[src/smb_target_consts.svh]
// Constants for the two-wire target port: addresses, timing counts
`ifndef SMB_TARGET_CONSTS_SVH
`define SMB_TARGET_CONSTS_SVH

// ----------------------------------------------------------------
// Timing
// ----------------------------------------------------------------
`define CLK_FREQ_KHZ     20000
`define BLACKOUT_MS      15
`define BLACKOUT_CYC     (`BLACKOUT_MS * `CLK_FREQ_KHZ)
`define TIMEOUT_MS       30
`define TIMEOUT_CYC      (`TIMEOUT_MS * `CLK_FREQ_KHZ)

// ----------------------------------------------------------------
// Addresses (7-bit)
// ----------------------------------------------------------------
`define ALERT_QUERY_ADDR 7'h0c
`define FIXED_ADDR_A     7'h4c
`define FIXED_ADDR_B     7'h4d
`define STRAP_ADDR_4K7   7'h7c
`define STRAP_ADDR_6K8   7'h5c
`define STRAP_ADDR_10K   7'h4c
`define STRAP_ADDR_15K   7'h6c
`define STRAP_ADDR_22K   7'h1c
`define STRAP_ADDR_33K   7'h3c

// ----------------------------------------------------------------
// Byte layout and variant codes
// ----------------------------------------------------------------
`define BITS_PER_BYTE    4'h8
`define RW_BIT           0
`define VARIANT_STRAP    2'h0
`define VARIANT_FIXED_A  2'h1
`define VARIANT_FIXED_B  2'h2

`endif

[src/smb_target_pkg.sv]
// Types shared by the two-wire target port
package smb_target_pkg;

    // Protocol states, one-hot
    typedef enum logic [4:0] {
        ST_IDLE = 5'h01,
        ST_RX   = 5'h02,
        ST_ACK  = 5'h04,
        ST_TX   = 5'h08,
        ST_RACK = 5'h10
    } smb_state_t;

    // Register write request toward the register file
    typedef struct packed {
        logic       en;
        logic [7:0] idx;
        logic [7:0] data;
    } reg_wr_t;

endpackage

[src/smbus_target_interface.sv]
// Two-wire SMBus/I2C target port with pointer, timeout and alert query
// Summary of operation
// - Ignore bus for 15ms after power-up
// - Start: data falls while clock high
// - First byte: 7-bit address plus direction
// - Strap code selects one of six addresses
// - Fixed variants answer 1001100 or 1001101
// - Bytes are eight bits, MSB first
// - Acknowledge address and first two received bytes on ninth clock
// - Stop: data rises while clock high, reset
// - Clock low beyond 30ms resets protocol
// - Timeout disabled after reset, enabled by software
// - Foreign address: silent, unchanged; bad protocol: no register write
// - Clock stretching tolerated, clock never driven
// - Write Byte stores data in indexed register
// - Read Byte: index, repeated start, one byte
// - Send Byte only loads register pointer
// - Receive Byte returns register at pointer
// - Alert query answered with own address
// - Full address sent, then set alert mask
// - Alert query leaves status flags alone
// - Mask set keeps alert output released
`timescale 1ns/1ps
`include "smb_target_consts.svh"

module smbus_target_interface #(
    parameter int       BLACKOUT_CYCLES = `BLACKOUT_CYC,
    parameter int       TIMEOUT_CYCLES  = `TIMEOUT_CYC,
    parameter bit [1:0] VARIANT         = `VARIANT_STRAP
) (
    input  wire logic                    clk,
    input  wire logic                    reset_n,
    input  wire logic                    serial_clock_line,
    input  wire logic                    sda_in,
    output      logic                    sda_out,
    output      logic                    sda_oe,
    input  wire logic [2:0]              strap_code,
    input  wire logic                    timeout_en,
    input  wire logic                    alert_pending,
    input  wire logic                    alert_mask,
    input  wire logic [7:0]              reg_rdata,
    output      smb_target_pkg::reg_wr_t reg_wr,
    output      logic [7:0]              reg_ptr,
    output      logic                    mask_set,
    output      logic                    alert_oe,
    output      logic                    ready
);
    import smb_target_pkg::*;

    // ----------------------------------------------------------------
    // Declarations
    // ----------------------------------------------------------------
    logic       scl_s1_r, scl_s2_r, scl_d_r;
    logic       sda_s1_r, sda_s2_r, sda_d_r;
    logic [2:0] strap_s1_r, strap_s2_r;
    logic       scl_rise, scl_fall, start_det, stop_det;
    logic [31:0] boot_cnt_r;
    logic       ready_r;
    logic [31:0] to_cnt_r;
    logic       timeout_hit;
    logic [6:0] own_r;
    smb_state_t state_r;
    logic [3:0] bit_cnt_r;
    logic [1:0] byte_cnt_r;
    logic [7:0] sh_r;
    logic [7:0] tx_r;
    logic       reading_r;
    logic       query_r;
    logic       sda_oe_r;
    logic [7:0] ptr_r;
    logic [7:0] wdata_r;
    reg_wr_t    reg_wr_r;
    logic       mask_set_r;
    logic       alert_oe_r;
    logic       abort;

    // Strap resistor code to 7-bit address; unknown codes fall back to 10k
    function automatic logic [6:0] strap_addr(input logic [2:0] code);
        case (code)
            3'h0:    strap_addr = `STRAP_ADDR_4K7;
            3'h1:    strap_addr = `STRAP_ADDR_6K8;
            3'h2:    strap_addr = `STRAP_ADDR_10K;
            3'h3:    strap_addr = `STRAP_ADDR_15K;
            3'h4:    strap_addr = `STRAP_ADDR_22K;
            3'h5:    strap_addr = `STRAP_ADDR_33K;
            default: strap_addr = `STRAP_ADDR_10K;
        endcase
    endfunction

    // ----------------------------------------------------------------
    // Pin synchronisers and bus event detection
    // ----------------------------------------------------------------
    // Two stages before any logic; the third stage gives edges
    always_ff @(posedge clk or negedge reset_n)
    begin
        if (!reset_n)
        begin
            scl_s1_r <= 1'b1;
            scl_s2_r <= 1'b1;
            scl_d_r  <= 1'b1;
            sda_s1_r <= 1'b1;
            sda_s2_r <= 1'b1;
            sda_d_r  <= 1'b1;
        end
        else
        begin
            scl_s1_r <= serial_clock_line;
            scl_s2_r <= scl_s1_r;
            scl_d_r  <= scl_s2_r;
            sda_s1_r <= sda_in;
            sda_s2_r <= sda_s1_r;
            sda_d_r  <= sda_s2_r;
        end
    end

    // Strap code is a slow analog decision, synchronised like a pin
    always_ff @(posedge clk or negedge reset_n)
    begin
        if (!reset_n)
        begin
            strap_s1_r <= 3'h0;
            strap_s2_r <= 3'h0;
        end
        else
        begin
            strap_s1_r <= strap_code;
            strap_s2_r <= strap_s1_r;
        end
    end

    // Edge and condition decode; clock stretching just lengthens phases
    assign scl_rise  = scl_s2_r & ~scl_d_r;
    assign scl_fall  = ~scl_s2_r & scl_d_r;
    assign start_det = scl_s2_r & scl_d_r & sda_d_r & ~sda_s2_r;
    assign stop_det  = scl_s2_r & scl_d_r & ~sda_d_r & sda_s2_r;

    // ----------------------------------------------------------------
    // Power-up blackout and address capture
    // ----------------------------------------------------------------
    // Bus is ignored until the count expires
    always_ff @(posedge clk or negedge reset_n)
    begin
        if (!reset_n)
        begin
            boot_cnt_r <= 32'h0;
            ready_r    <= 1'b0;
        end
        else if (!ready_r)
        begin
            boot_cnt_r <= boot_cnt_r + 32'h1;
            ready_r    <= (boot_cnt_r == 32'(BLACKOUT_CYCLES - 1));
        end
    end

    // Address is taken once, as the blackout ends, so a pin pulled
    // low early only matters if it is still low at that moment
    always_ff @(posedge clk or negedge reset_n)
    begin
        if (!reset_n)
            own_r <= `FIXED_ADDR_A;
        else if (!ready_r)
        begin
            if (VARIANT == `VARIANT_FIXED_A)
                own_r <= `FIXED_ADDR_A;
            else if (VARIANT == `VARIANT_FIXED_B)
                own_r <= `FIXED_ADDR_B;
            else
                own_r <= strap_addr(strap_s2_r);
        end
    end

    // ----------------------------------------------------------------
    // Clock-low timeout
    // ----------------------------------------------------------------
    // Counter is held at zero while disabled, which is the reset state
    always_ff @(posedge clk or negedge reset_n)
    begin
        if (!reset_n)
            to_cnt_r <= 32'h0;
        else if (!timeout_en || scl_s2_r || timeout_hit)
            to_cnt_r <= 32'h0;
        else
            to_cnt_r <= to_cnt_r + 32'h1;
    end

    assign timeout_hit = (to_cnt_r == 32'(TIMEOUT_CYCLES));
    assign abort       = !ready_r || timeout_hit;

    // ----------------------------------------------------------------
    // Protocol engine
    // ----------------------------------------------------------------
    // Data changes only while the clock is low; sda_oe high pulls low
    always_ff @(posedge clk or negedge reset_n)
    begin
        if (!reset_n)
        begin
            state_r    <= ST_IDLE;
            bit_cnt_r  <= 4'h0;
            byte_cnt_r <= 2'h0;
            sh_r       <= 8'h0;
            tx_r       <= 8'h0;
            reading_r  <= 1'b0;
            query_r    <= 1'b0;
            sda_oe_r   <= 1'b0;
            ptr_r      <= 8'h0;
            wdata_r    <= 8'h0;
            reg_wr_r   <= '0;
            mask_set_r <= 1'b0;
        end
        else
        begin
            reg_wr_r.en <= 1'b0;
            mask_set_r  <= 1'b0;
            if (abort)
            begin
                state_r  <= ST_IDLE;
                sda_oe_r <= 1'b0;
            end
            else if (start_det)
            begin
                state_r    <= ST_RX;
                bit_cnt_r  <= 4'h0;
                byte_cnt_r <= 2'h0;
                query_r    <= 1'b0;
                sda_oe_r   <= 1'b0;
            end
            else if (stop_det)
            begin
                // Commit only a complete Write Byte
                if (state_r == ST_RX && bit_cnt_r == 4'h1 &&
                    byte_cnt_r == 2'h3 && !reading_r)
                begin
                    reg_wr_r.en   <= 1'b1;
                    reg_wr_r.idx  <= ptr_r;
                    reg_wr_r.data <= wdata_r;
                end
                state_r  <= ST_IDLE;
                sda_oe_r <= 1'b0;
            end
            else
            begin
                unique case (state_r)
                    ST_IDLE: ;
                    ST_RX:
                    begin
                        if (scl_rise)
                        begin
                            sh_r      <= {sh_r[6:0], sda_s2_r};
                            bit_cnt_r <= bit_cnt_r + 4'h1;
                        end
                        else if (scl_fall && bit_cnt_r == `BITS_PER_BYTE)
                        begin
                            bit_cnt_r <= 4'h0;
                            if (byte_cnt_r == 2'h0 &&
                                (sh_r[7:1] == own_r ||
                                 (sh_r[7:1] == `ALERT_QUERY_ADDR &&
                                  sh_r[`RW_BIT] && alert_oe_r)))
                            begin
                                reading_r  <= sh_r[`RW_BIT];
                                query_r    <= sh_r[7:1] != own_r;
                                byte_cnt_r <= 2'h1;
                                state_r    <= ST_ACK;
                                sda_oe_r   <= 1'b1;
                            end
                            else if (byte_cnt_r == 2'h1)
                            begin
                                ptr_r      <= sh_r;
                                byte_cnt_r <= 2'h2;
                                state_r    <= ST_ACK;
                                sda_oe_r   <= 1'b1;
                            end
                            else if (byte_cnt_r == 2'h2)
                            begin
                                wdata_r    <= sh_r;
                                byte_cnt_r <= 2'h3;
                                state_r    <= ST_ACK;
                                sda_oe_r   <= 1'b1;
                            end
                            else
                                state_r <= ST_IDLE;
                        end
                    end
                    ST_ACK:
                    begin
                        // Acknowledge held for one full clock high
                        if (scl_fall)
                        begin
                            bit_cnt_r <= 4'h0;
                            if (reading_r)
                            begin
                                tx_r     <= query_r ? {own_r, 1'b0}
                                                    : reg_rdata;
                                sda_oe_r <= query_r ? ~own_r[6]
                                                    : ~reg_rdata[7];
                                state_r  <= ST_TX;
                            end
                            else
                            begin
                                sda_oe_r <= 1'b0;
                                state_r  <= ST_RX;
                            end
                        end
                    end
                    ST_TX:
                    begin
                        if (scl_rise)
                        begin
                            // A released one read back low means lost arbitration
                            if (sda_s2_r != tx_r[7])
                            begin
                                sda_oe_r <= 1'b0;
                                query_r  <= 1'b0;
                                state_r  <= ST_IDLE;
                            end
                            else
                                bit_cnt_r <= bit_cnt_r + 4'h1;
                        end
                        else if (scl_fall)
                        begin
                            if (bit_cnt_r == `BITS_PER_BYTE)
                            begin
                                sda_oe_r   <= 1'b0;
                                mask_set_r <= query_r;
                                state_r    <= ST_RACK;
                            end
                            else
                            begin
                                tx_r     <= {tx_r[6:0], 1'b0};
                                sda_oe_r <= ~tx_r[6];
                            end
                        end
                    end
                    ST_RACK:
                    begin
                        // One byte per read; host ends with nack and stop
                        if (scl_rise)
                            state_r <= ST_IDLE;
                    end
                    default: state_r <= ST_IDLE;
                endcase
            end
        end
    end

    // ----------------------------------------------------------------
    // Alert output
    // ----------------------------------------------------------------
    // Status flags live outside and are never touched here
    always_ff @(posedge clk or negedge reset_n)
    begin
        if (!reset_n)
            alert_oe_r <= 1'b0;
        else
            alert_oe_r <= alert_pending & ~alert_mask;
    end

    // ----------------------------------------------------------------
    // Outputs
    // ----------------------------------------------------------------
    assign sda_out  = 1'b0;
    assign sda_oe   = sda_oe_r;
    assign reg_wr   = reg_wr_r;
    assign reg_ptr  = ptr_r;
    assign mask_set = mask_set_r;
    assign alert_oe = alert_oe_r;
    assign ready    = ready_r;
endmodule // smbus_target_interface

[config.mk]
export PLATFORM = sky130hd
export DESIGN_NAME = smbus_target_interface
export DESIGN_NICKNAME = d
export VERILOG_FILES = /design/src/smb_target_pkg.sv /design/src/smbus_target_interface.sv
export VERILOG_INCLUDE_DIRS = /design/src
export SDC_FILE = /design/constraint.sdc
export NUM_CORES = 1
export LEC_CHECK = 0
export BUFFER_PORTS_ARGS = -buffer_cell sky130_fd_sc_hd__buf_2
export CORE_MARGIN = 5
export CORE_UTILIZATION = 55
export CTS_BUF_LIST = sky130_fd_sc_hd__clkbuf_4 sky130_fd_sc_hd__clkbuf_8
export CTS_CLUSTER_SIZE = 8
export DETAILED_ROUTE_END_ITERATION = 8
export GPL_ROUTABILITY_DRIVEN = 0
export PLACE_DENSITY_LB_ADDON = 0.25
export REMOVE_ABC_BUFFERS = 1
export SLEW_MARGIN = 20
export SYNTH_ARGS = -nofsm -noshare
export SYNTH_HDL_FRONTEND = slang
export SYNTH_SLANG_ARGS = --single-unit
export TNS_END_PERCENT = 50
[constraint.sdc]
create_clock -name clk -period 2.95 [get_ports clk]
set_clock_uncertainty 0.1 [all_clocks]
set_input_delay 0.1475 -clock clk [delete_from_list [all_inputs] [get_ports clk]]
set_output_delay 0.1475 -clock clk [all_outputs]
set_load 0.01 [all_outputs]
Yosys cells after proc, flatten, opt, wreduce, memory -nomap -nowiden

Cells that the tools add are included.

Bits in registers: 149
Input bits: 18
Output and inout port bits: 30
Word-level logic and storage cells: 206

$add $sub $neg: 3
Equal/unequal tests: 44
Multiplexer cells: 76
Bitwise logic cells: 22
Reductions and logical operators: 34

Operators with widths:

| cell                  | count |
|---|---|
| $mux 17               | 4 |
| $add 32x1->32 const B | 2 |
| $mux 5                | 11 |
| $mux 8                | 6 |
| $pmux 7 s5            | 1 |
| $eq 32x19->1 const B  | 1 |
| $eq 32x20->1 const B  | 1 |
| $mux 32               | 1 |
| $mux 4                | 8 |
| $mux 1                | 29 |
| $pmux 5 s5            | 1 |
| $reduce_and 8->1      | 3 |
| $reduce_and 7->1      | 3 |
| $ne 6x6->1 const B    | 3 |
| $reduce_and 9->1      | 2 |
| $mux 2                | 8 |
| $pmux 8 s2            | 1 |
| $ne 3x3->1 const B    | 5 |
| $ne 5x5->1 const B    | 3 |
| $not 1->1             | 14 |
| $ne 2x2->1 const B    | 6 |
| $pmux 4 s3            | 1 |
| $mux 3                | 3 |
| $and 1x1->1           | 8 |
| 37 further kinds      | 54 |

Logic depth before layout (Yosys ltp)

Gate-level depths: netlist of the first run.

Depth in word-level cells: 12
Gate-level depth with buffers: 10
Depth with buffers taken out: 8

Worst setup path after synthesis of the first run

Ideal clock, no wire load.

Kind: reg2reg
Start: reg to_cnt_r[23]
End: reg wdata_r[0]
Setup time: 125 ps
Arrival time: 2455 ps
Required time: 2725 ps
Setup slack: 270 ps
Stages on the path, launching flop included: 8
Buffers on the path: 1
Clock period less this slack: 2680 ps
Cells stage by stage: dfrtp_1 -> or4b_1 -> or4_4 -> o211a_4 -> and3_1 -> buf_6 -> nand4b_4 -> mux2_2

Cells in the longest elaborated chain, start to end: 4

RTL lines:

| item                              | RTL line                      | RTL |
|---|---|---|
| start: declaration                | smbus_target_interface.sv:59  | `logic [31:0] to_cnt_r;` |
| start signal: assignment          | smbus_target_interface.sv:183 | `to_cnt_r <= to_cnt_r + 32'h1;` |
| $eq 32x20->1                      | smbus_target_interface.sv:186 | `assign timeout_hit = (to_cnt_r == 32'(TIMEOUT_CYCLES));` |
| $logic_or 1x1->1                  | smbus_target_interface.sv:187 | `assign abort = !ready_r \|\| timeout_hit;` |
| $not 1->1 (no source line)        | n/a                           |  |
| $reduce_and 9->1 (no source line) | n/a                           |  |
| end signal: assignment            | smbus_target_interface.sv:274 | `wdata_r <= sh_r;` |
| end: declaration                  | smbus_target_interface.sv:71  | `logic [7:0] wdata_r;` |

Every way passes these cells.
A chain may end at the register's enable or synchronous reset.

Worst setup path in the final report of the first run

Start: reg to_cnt_r[26]
End: reg wdata_r[1]

The elaborated chain is that of the path after synthesis.

==> impl_metrics.yaml, run 1 <==
global_route:
  grt_max_degree: 75
  grt_first_pass_wirelength_mm: 22.8
  globalRouteOverflowTotal: 0
  via_count_of_the_first_global_routing_pass: 4795
  initial_antenna_violation_count: 1
  track_usage_pct: 19.3
timing:
  final_period_utilization_pct: 95.6
  grt_setup_unrepaired: "no"
  worst-slew-pin-transition_ps: 680
  slew-limit-headroom_pct: 54.7
  min_hold_slack_ps: 44.1
  min_period_ps: 2820
  fin_ws_ps: 131
  fin_setup_tns_ps: 0
  maxSlewViolCount: 0
  maximum_clock_frequency_mhz: 355
  hold_viol_final: 0
  setup_viol: 0
cts:
  cts_tree: "done"
  post_cts_sizing_count: 0
  clk_root_buffer_cell: "sky130_fd_sc_hd__clkbuf_8"
  htree_levels: 4
  clk_transition_reported_paths_ps: 80
  numClockSinks: 145
  postCtsHoldBufs: 11
  insertion_delay_ps: 450
  cts_setup_buffers: 0
  clock_tree.buffer_depth: 2
  total_clock_buffers_created_by_cts: 17
placement:
  place.port_buffers: 46
  place_area_sq_um: 7360
  place_ws_ps: 137
  dp.final_hpwl_mm: 9.48
setup_path:
  list_of_cells_traversed_by_the_critical_path: "or4_1, or4_4, o211a_4, and3_1, nand4b_4, mux2_2"
  criticalPathCategory: "register to register"
  worstRegToRegCells: 6
  timing.rr.end: "wdata_r[1]$_DFFE_PN0P_"
  critical_path.startpoint_type: "register"
  r2r_slack_ps: 130
  worstPathArrival_ps: 3060
  critical_r2r_launch: "to_cnt_r[26]$_DFF_PN0_"
  worst_ep_required_time_ps: 3190
  critical_path.max_fanout: 8
  critical-path-slowest-cell: "sky130_fd_sc_hd__or4_4"
  end_kind: "register"
  crit_path_max_incr_delay_ps: 590
power:
  power_switching_share_pct: 22.6
  cell_internal_pwr_uw: 2800
  leakage_uw: 0.00359
  power.clock.fraction_pct: 41.1
  powerDensity_nw_per_um2: 461
  relative_contribution_of_sequential_cells_to_total_power_pct: 55.8
  relative_contribution_of_combinational_cells_to_total_power_pct: 3.1
  net_switching_power_figure_uw: 815
  ir_drop_v: 0.000364
floorplanning:
  initial_utilization_pct: 55.5
  chipHeight_um: 122
  die_w_um: 122
  core.rowCount: 41
  ioPinCount: 48
  floorplan.core_area_sq_um: 12500
  fp.dieArea_sq_um: 14900
synth:
  post_synth_instance_area_sq_um: 6920
  synth-warning-count: 0
  synth_cell_types: 64
  synth_top_cell_area_share_pct: 49.5
  syn_area_per_cell_sq_um: 10.9
  synthDominantAreaCellType: "sky130_fd_sc_hd__dfrtp_1"
  syn-instance-count: 635
  synth.top_cells.by_area: "sky130_fd_sc_hd__dfrtp_1, sky130_fd_sc_hd__mux2_2, sky130_fd_sc_hd__xnor2_1"
  postSynthRegisterBits: 145
  count_of_flip_flops_with_a_built_in_enable_after_synthesis: 0
  asyncSetResetFlopFracSynth_pct: 100
  synth_ff_type: "sky130_fd_sc_hd__dfrtp_1"
  synth_sequential_area_ratio_pct: 52.6
routing:
  routedWlPerCell_um: 15.2
  total_wire_length_mm: 13.4
  route.vias.total: 4892
  drt-vias-per-instance: 5.55
  postRouteAntennaNets: 0
  drt_first_iter_violations: 311
  firstDrtPassIters: 5
  remaining_drc_errors: 0
finish:
  mostFrequentLayoutCells: "sky130_fd_sc_hd__dfrtp_1, sky130_fd_sc_hd__nor2_1, sky130_fd_sc_hd__mux2_2"
  layout.cells.most_common: "sky130_fd_sc_hd__dfrtp_1"
  final_core_util_pct: 63.0
  final_design_area_no_fill_sq_um: 7850
  antenna-diode-count: 0
  layout-drive-gt1-share_pct: 21.4
  syn2layout_area_growth_pct: 13.4
  nNetsFinal: 730
outcome:
  run_status: "completed"
job:
  drv_cap: 0
worst_hold_path:
  hold_path_depth: 4
  holdCritStartpoint: "reg_rdata[1]"
  holdCritPathClass: "input port to register"
  timing.hold.worst_endpoint: "tx_r[1]$_DFFE_PN0P_"
[logic make-up after synthesis]
logic type                 share of synthesized area, %
DFF                                                52.6
adders and majority gates                          2.35
xor gates and xnor gates                           8.22
muxes                                              8.55
buffers and inverters                              2.53
AOI/OAI and AO/OA                                  6.07
and+or+nand+nor                                    19.7
other                                            0.0542
[routing by layer]
metal  vias up  global-route usage, %  wire length (um)
met5         -                      0                 7
met4         2                   9.24               395
met3        34                   4.83               696
met2       122                   30.5              6430
met1      2377                   25.2              5890
li1       2357                      -                 -
[stage by stage]
| step | power [uW] | instances |
|---|---|---|
| 6_report | 3620 | 882 |
| 4_1_cts | 3660 | 882 |
| 3_5_place_dp | 2160 | 841 |
| 5_1_grt | 3750 | 882 |
| 2_1_floorplan | 2090 | 615 |
| 3_3_place_gp | 2160 | 841 |
[Yosys cell counts (4+ instances only)]
cell type	n
sky130_fd_sc_hd__o211ai_1	4
sky130_fd_sc_hd__xnor2_1	38
sky130_fd_sc_hd__nand2_1	48
sky130_fd_sc_hd__and2_1	5
sky130_fd_sc_hd__dfstp_2	8
sky130_fd_sc_hd__and3_1	11
sky130_fd_sc_hd__nand3_1	28
sky130_fd_sc_hd__ha_1	13
sky130_fd_sc_hd__or3_1	7
sky130_fd_sc_hd__clkbuf_1	15
sky130_fd_sc_hd__and4_1	5
sky130_fd_sc_hd__nor3_1	15
sky130_fd_sc_hd__inv_1	21
sky130_fd_sc_hd__mux2_2	49
sky130_fd_sc_hd__xor2_1	27
sky130_fd_sc_hd__nor3b_1	4
sky130_fd_sc_hd__o21ai_0	15
sky130_fd_sc_hd__nor4b_1	6
sky130_fd_sc_hd__nor4_1	9
sky130_fd_sc_hd__nand4_1	18
sky130_fd_sc_hd__nor2_1	65
sky130_fd_sc_hd__nor2b_1	7
sky130_fd_sc_hd__mux2i_1	4
sky130_fd_sc_hd__dfrtp_1	137
sky130_fd_sc_hd__nand2b_1	4
sky130_fd_sc_hd__a21oi_1	15
[flip-flops by register name, summed over array words and instances (netlist names), 4 cells and up]
| name | flops |
|---|---|
| bit_cnt_r | 4 |
| boot_cnt_r | 32 |
| reg_ptr | 8 |
| reg_wr | 17 |
| sh_r | 8 |
| state_r | 5 |
| to_cnt_r | 32 |
| tx_r | 8 |
| wdata_r | 8 |
[power by group through the flow]
| stage | logic, uW | registers [uW] | clock network [uW] |
|---|---|---|---|
| floorplan | 35.8 | 2050 | 0 |
| global route | 128 | 2020 | 1610 |
| detailed placement | 102 | 2060 | 0 |
| finish | 111 | 2020 | 1490 |
| global placement | 99.9 | 2060 | 0 |
| CTS | 114 | 2020 | 1530 |
[layout make-up]
type                    instances  area, sq um
inverters                      21         78.8
flip-flops and latches        145         3640
multi-input cells             449         3110
clock inverters                 8         80.1
clock buffers                  22          297
repair buffers                 65          432
well taps                     172          215
fillers                      1006         4620
[how the worst max path moves through the flow]
stage | start | to | slack (ps)
after global routing | to_cnt_r[26]$_DFF_PN0_ | wdata_r[0]$_DFFE_PN0P_ | 50
after floorplan | to_cnt_r[23]$_DFF_PN0_ | to_cnt_r[10]$_DFF_PN0_ | -100
after global placement | to_cnt_r[23]$_DFF_PN0_ | wdata_r[0]$_DFFE_PN0P_ | 180
after detailed placement | to_cnt_r[26]$_DFF_PN0_ | reg_ptr[7]$_DFFE_PN0P_ | 140
final | to_cnt_r[26]$_DFF_PN0_ | wdata_r[1]$_DFFE_PN0P_ | 130
after CTS | to_cnt_r[26]$_DFF_PN0_ | reg_ptr[7]$_DFFE_PN0P_ | 120
[worst max-delay path, delay by kind of cell (launching register included)]
family	cells	cell delay (ps)
compound gates	1	280
simple gates	4	1570
mux	1	360
flops	1	410
No activity file was read; power rests on OpenSTA's default activity.
==> run 2, diff against run 1 <==
SLEW_MARGIN = default   (was 20)
clock period = 2.65 ns   (was 2.95 ns; I/O delays follow)
==> run 2 against run 1 <==
The flow now finishes with violations (negative setup slack). Total power up 11%. Critical path type unchanged. Register-to-register slack worse by 150 ps. Worst setup slack worse by 150 ps. Sequential power up 11%. Critical endpoint is now wdata_r[2]$_DFFE_PN0P_.
==> impl_metrics.yaml, run 2 (synthesized netlist as in run 1, its figures left out) <==
routing:
  total_wire_length_mm: 14.0
  drt-vias-per-instance: 5.55
  route.vias.total: 5017
  routedWlPerCell_um: 15.5
  remaining_drc_errors: 0
  routed_metal_1_wire_length_mm: 6.21
  firstDrtPassIters: 5
  topRoutingLayerUsed: "met4"
  route.met3.wl_um: 622
  postRouteAntennaNets: 0
  detailroute.wirelength.met2_mm: 6.80
  drt_first_iter_violations: 332
timing:
  maximum_clock_frequency_mhz: 375
  min_period_ps: 2670
  fin_setup_tns_ps: -120
  grt_setup_unrepaired: "yes"
  final_period_utilization_pct: 101
  min_hold_slack_ps: 34.2
  slew-limit-headroom_pct: 57.8
  setup_viol: 12
  maxSlewViolCount: 0
  hold_viol_final: 0
  worst-slew-pin-transition_ps: 625
  fin_ws_ps: -17.6
finish:
  multiInputGateArea_sq_um: 3210
  layout.cells.most_common: "sky130_fd_sc_hd__dfrtp_1"
  final-instance-count-excl-fill: 904
  nNetsFinal: 750
  syn2layout_area_growth_pct: 17.2
  antenna-diode-count: 0
  ff_latch_area_sq_um: 3640
  layout-drive-gt1-share_pct: 24.2
  mostFrequentLayoutCells: "sky130_fd_sc_hd__dfrtp_1, sky130_fd_sc_hd__nor2_1, sky130_fd_sc_hd__nand2_1"
  fill_cells: 971
global_route:
  grt_max_degree: 65
  globalRouteOverflowTotal: 0
  via_count_of_the_first_global_routing_pass: 5009
  initial_antenna_violation_count: 0
  track_usage_pct: 20.4
  grt_first_pass_wirelength_mm: 24.1
power:
  power_switching_share_pct: 23.3
  powerDensity_nw_per_um2: 493
  power.clock.fraction_pct: 40.6
  cell_internal_pwr_uw: 3070
  net_switching_power_figure_uw: 933
  relative_contribution_of_sequential_cells_to_total_power_pct: 56.1
  relative_contribution_of_combinational_cells_to_total_power_pct: 3.3
  ir_drop_v: 0.000313
  leakage_uw: 0.00378
outcome:
  run_status: "finished, violations left"
  failed_checks: "negative setup slack"
floorplanning:
  ioPinCount: 48
  chipHeight_um: 122
  initial_utilization_pct: 55.5
  die_w_um: 122
  fp.dieArea_sq_um: 14900
  core.rowCount: 41
  floorplan.core_area_sq_um: 12500
cts:
  total_clock_buffers_created_by_cts: 17
  numClockSinks: 145
  clk_transition_reported_paths_ps: 80
  clock_tree.buffer_depth: 2
  htree_levels: 4
  insertion_delay_ps: 450
  clk_root_buffer_cell: "sky130_fd_sc_hd__clkbuf_8"
  cts_tree: "done"
placement:
  place.port_buffers: 46
  placed_cells_incl_taps: 857
  dp.final_hpwl_mm: 9.83
setup_path:
  worst_ep_required_time_ps: 2880
  critical_path.startpoint_type: "register"
  worst-path-buf-inv: 0
  worstPathArrival_ps: 2900
  critical-path-slowest-cell: "sky130_fd_sc_hd__or4_4"
  end_kind: "register"
  criticalPathCategory: "register to register"
  critical_path.max_fanout: 8
  cell_family_with_the_largest_share_of_critical_path_delay: "simple AND/OR/NAND/NOR gates"
  crit_path_max_incr_delay_ps: 560
  list_of_cells_traversed_by_the_critical_path: "or4_1, or4_4, o211a_4, and3_4, nand4b_4, mux2_4"
job:
  drv_cap: 0
worst_hold_path:
  holdCritPathClass: "input port to register"
## run 2: final timing paths
| path | from | end | slack (ps) | cells past startpoint |
|---|---|---|---|---|
| worst min-delay path | reg_rdata[5] | tx_r[5]$_DFFE_PN0P_ | 30 | 4 |
| max in group asynchronous | reset_n | boot_cnt_r[30]$_DFFE_PN0N_ | 1560 | 3 |
| min in group asynchronous | reset_n | reg_ptr[6]$_DFFE_PN0P_ | 80 | 2 |
| worst min register to register | strap_s1_r[1]$_DFF_PN0_ | strap_s2_r[1]$_DFF_PN0_ | 250 | 0 |
| worst max register to register | to_cnt_r[31]$_DFF_PN0_ | wdata_r[2]$_DFFE_PN0P_ | -20 | 6 |
| worst max-delay path | to_cnt_r[31]$_DFF_PN0_ | wdata_r[2]$_DFFE_PN0P_ | -20 | 6 |
## run 2: worst reg2reg max path: stages, from the launching register on
cell and delay [ps]:
sky130_fd_sc_hd__dfrtp_1 390, sky130_fd_sc_hd__or4_1 520, sky130_fd_sc_hd__or4_4 560, sky130_fd_sc_hd__o211a_4 280
sky130_fd_sc_hd__and3_4 190, sky130_fd_sc_hd__nand4b_4 200, sky130_fd_sc_hd__mux2_4 330
## run 2: final cells by class
cell class	instances	area share [%]
sequential	145	44.9
multi-input combinational	449	39.6
timing repair buffer	85	7.36
clock buffer	20	3.24
tap	172	2.65
clock inverter	12	1.34
inverter	21	0.972
## run 2: through the flow
stage	total power (uW)	worst slack (ps)	instance area [sq um]	utilization (%)
finish	4000	-17.6	8110	65.1
global placement	2410	-39.3	7500	60.1
floorplan	2320	-400	6830	-
global route	4190	-81.2	8110	65.1
CTS	4060	-26.0	8000	64.1
detailed placement	2410	-81.4	7500	60.1
## run 2: timing repair
action | in CTS | in global routing
setup endpoints to repair | 23 | 44
setup buffers | 0 | 3
pin swaps | 2 | 5
hold buffers | 12 | 0
resized for setup | 4 | 24
hold endpoints to repair | 112 | 0
## run 2: routing by layer
metal  up-vias  track usage, %
met5         -               0
met4         0            8.82
met3        35            4.50
met2       135            32.4
met1      2447            27.2
li1       2400               -
## run 2: power by group through the flow
| stage | Combinational [uW] | Clock [uW] | Sequential (uW) |
|---|---|---|---|
| global placement | 118 | 0 | 2290 |
| floorplan | 39.9 | 0 | 2280 |
| finish | 134 | 1620 | 2250 |
| global route | 153 | 1790 | 2250 |
| CTS | 136 | 1670 | 2240 |
| detailed placement | 122 | 0 | 2290 |
==> run 3, diff against run 2 <==
RECOVER_POWER = 25   (was default)
==> run 3 against run 2 <==
The flow still finishes with violations (negative setup slack). Clock-buffer cell count is the same. Global-route usage unchanged. Largest cell class unchanged. Combinational power shrank 3%. Final cell count did not move.
==> impl_metrics.yaml, run 3 (synthesized netlist as in run 1, its figures left out) <==
timing:
  min_period_ps: 2670
  fin_ws_ps: -17.9
  maximum_clock_frequency_mhz: 375
  hold_viol_final: 0
  slew-limit-headroom_pct: 25.1
  min_hold_slack_ps: 31.3
  maxSlewViolCount: 0
  grt_setup_unrepaired: "yes"
  worst-slew-pin-transition_ps: 1120
  setup_viol: 12
  final_period_utilization_pct: 101
finish:
  mostFrequentLayoutCells: "sky130_fd_sc_hd__dfrtp_1, sky130_fd_sc_hd__nor2_1, sky130_fd_sc_hd__nand2_1"
  layout-drive-gt1-share_pct: 23.8
  antenna-diode-count: 0
  fill_cells: 975
  final_design_area_no_fill_sq_um: 8090
  nNetsFinal: 750
  layout.cells.most_common: "sky130_fd_sc_hd__dfrtp_1"
  syn2layout_area_growth_pct: 16.8
cts:
  htree_levels: 4
  clk_root_buffer_cell: "sky130_fd_sc_hd__clkbuf_8"
  cts_tree: "done"
  total_clock_buffers_created_by_cts: 17
  numClockSinks: 145
  clk_transition_reported_paths_ps: 80
  insertion_delay_ps: 450
  clock_tree.buffer_depth: 2
routing:
  total_wire_length_mm: 14.0
  remaining_drc_errors: 0
  firstDrtPassIters: 5
  drt_first_iter_violations: 322
  postRouteAntennaNets: 0
  routedWlPerCell_um: 15.5
  drt-vias-per-instance: 5.52
  route.vias.total: 4987
worst_hold_path:
  holdCritPathClass: "input port to register"
power:
  power_switching_share_pct: 23.4
  ir_drop_v: 0.000316
  power.clock.fraction_pct: 40.7
  cell_internal_pwr_uw: 3070
  relative_contribution_of_sequential_cells_to_total_power_pct: 56.1
  relative_contribution_of_combinational_cells_to_total_power_pct: 3.2
  leakage_uw: 0.00376
  net_switching_power_figure_uw: 937
  powerDensity_nw_per_um2: 495
setup_path:
  critical_r2r_launch: "to_cnt_r[31]$_DFF_PN0_"
  criticalPathCategory: "register to register"
  worst_ep_required_time_ps: 2880
  end_kind: "register"
  critical_path.startpoint_type: "register"
  r2r_slack_ps: -20
  crit_path_max_incr_delay_ps: 560
  worstPathArrival_ps: 2900
  critical-path-slowest-cell: "sky130_fd_sc_hd__or4_4"
  worstRegToRegCells: 6
  critical_path.max_fanout: 8
  list_of_cells_traversed_by_the_critical_path: "or4_1, or4_4, o211a_4, and3_4, nand4b_4, mux2_4"
  timing.critical_path.from: "to_cnt_r[31]$_DFF_PN0_"
  timing.critical_path.to: "wdata_r[2]$_DFFE_PN0P_"
  timing.rr.end: "wdata_r[2]$_DFFE_PN0P_"
floorplanning:
  floorplan.core_area_sq_um: 12500
  initial_utilization_pct: 55.5
  core.rowCount: 41
  die_w_um: 122
  chipHeight_um: 122
  ioPinCount: 48
  fp.dieArea_sq_um: 14900
job:
  drv_cap: 0
placement:
  place_area_sq_um: 7500
  place.port_buffers: 46
  dp.final_hpwl_mm: 9.83
global_route:
  track_usage_pct: 20.4
  via_count_of_the_first_global_routing_pass: 5009
  globalRouteOverflowTotal: 0
  grt_first_pass_wirelength_mm: 24.1
  initial_antenna_violation_count: 0
  grt_max_degree: 65
outcome:
  failed_checks: "negative setup slack"
  run_status: "finished, violations left"
[run 3: cell count changes in the layout (fill, tap and decap cells not counted)]
cell and change:
sky130_fd_sc_hd__clkbuf_2 +1, sky130_fd_sc_hd__buf_12 -1, sky130_fd_sc_hd__dfstp_1 +1, sky130_fd_sc_hd__buf_2 -1
sky130_fd_sc_hd__clkbuf_1 +2, sky130_fd_sc_hd__buf_4 -1, sky130_fd_sc_hd__buf_6 -1, sky130_fd_sc_hd__clkbuf_4 +1
sky130_fd_sc_hd__dfstp_2 -1
[run 3: how the worst min path moves through the flow]
stage | cells past startpoint | startpoint | endpoint
after floorplan | 0 | reset_n | alert_oe$_DFF_PN0_
after global placement | 1 | reset_n | reg_wr[16]$_DFF_PN0_
after detailed placement | 1 | reset_n | reg_wr[16]$_DFF_PN0_
after CTS | 4 | reg_rdata[5] | tx_r[5]$_DFFE_PN0P_
after global routing | 4 | reg_rdata[2] | tx_r[2]$_DFFE_PN0P_
final | 4 | reg_rdata[5] | tx_r[5]$_DFFE_PN0P_
[run 3: area by class of cell]
class | count | area [sq um] | area share, %
Clock inverter | 12 | 109 | 1.35
Sequential cell | 145 | 3640 | 45.0
Timing Repair Buffer | 85 | 573 | 7.09
Tap cell | 172 | 215 | 2.66
Clock buffer | 20 | 263 | 3.25
Multi-Input combinational cell | 449 | 3210 | 39.7
Inverter | 21 | 78.8 | 0.975
[run 3: power by group through the flow]
stage | logic, uW | clock network, uW | registers [uW]
after detailed placement | 122 | 0 | 2290
after floorplan | 39.9 | 0 | 2280
after global routing | 149 | 1790 | 2250
after global placement | 118 | 0 | 2290
final | 130 | 1630 | 2240
after CTS | 136 | 1670 | 2240
[run 3: what timing repair did]
item | 4_1_cts | 5_1_grt
setup endpoints to repair | 23 | 44
buffers inserted | 0 | 3
hold buffers | 12 | 0
hold endpoints to repair | 112 | 0
pin swaps | 2 | 5
resized for setup | 4 | 24
[run 3: per-layer routing]
layer / vias to the layer above / GRT usage, % / routed length (um)
li1: 2396 / - / -
met1: 2450 / 27.2 / 6270
met2: 112 / 32.4 / 6860
met3: 29 / 4.50 / 575
met4: 0 / 8.82 / 310
met5: - / 0 / 0
[run 3: critical path, delay by kind of cell, from the launching register on]
kind / cells / cell delay, ps
flops: 1 / 390
mux: 1 / 320
simple gates: 4 / 1460
compound gates: 1 / 280
[run 3: through the flow]
step	utilization, %	total power, uW	setup TNS (ps)	setup WS (ps)	instances
final	64.9	4000	-129	-17.9	904
after global routing	64.9	4180	-988	-81.2	904
after CTS	64.1	4060	-37.8	-26.0	901
after detailed placement	60.1	2410	-1060	-81.4	857
after global placement	60.1	2410	-587	-39.3	857
after floorplan	-	2320	-13520	-400	615
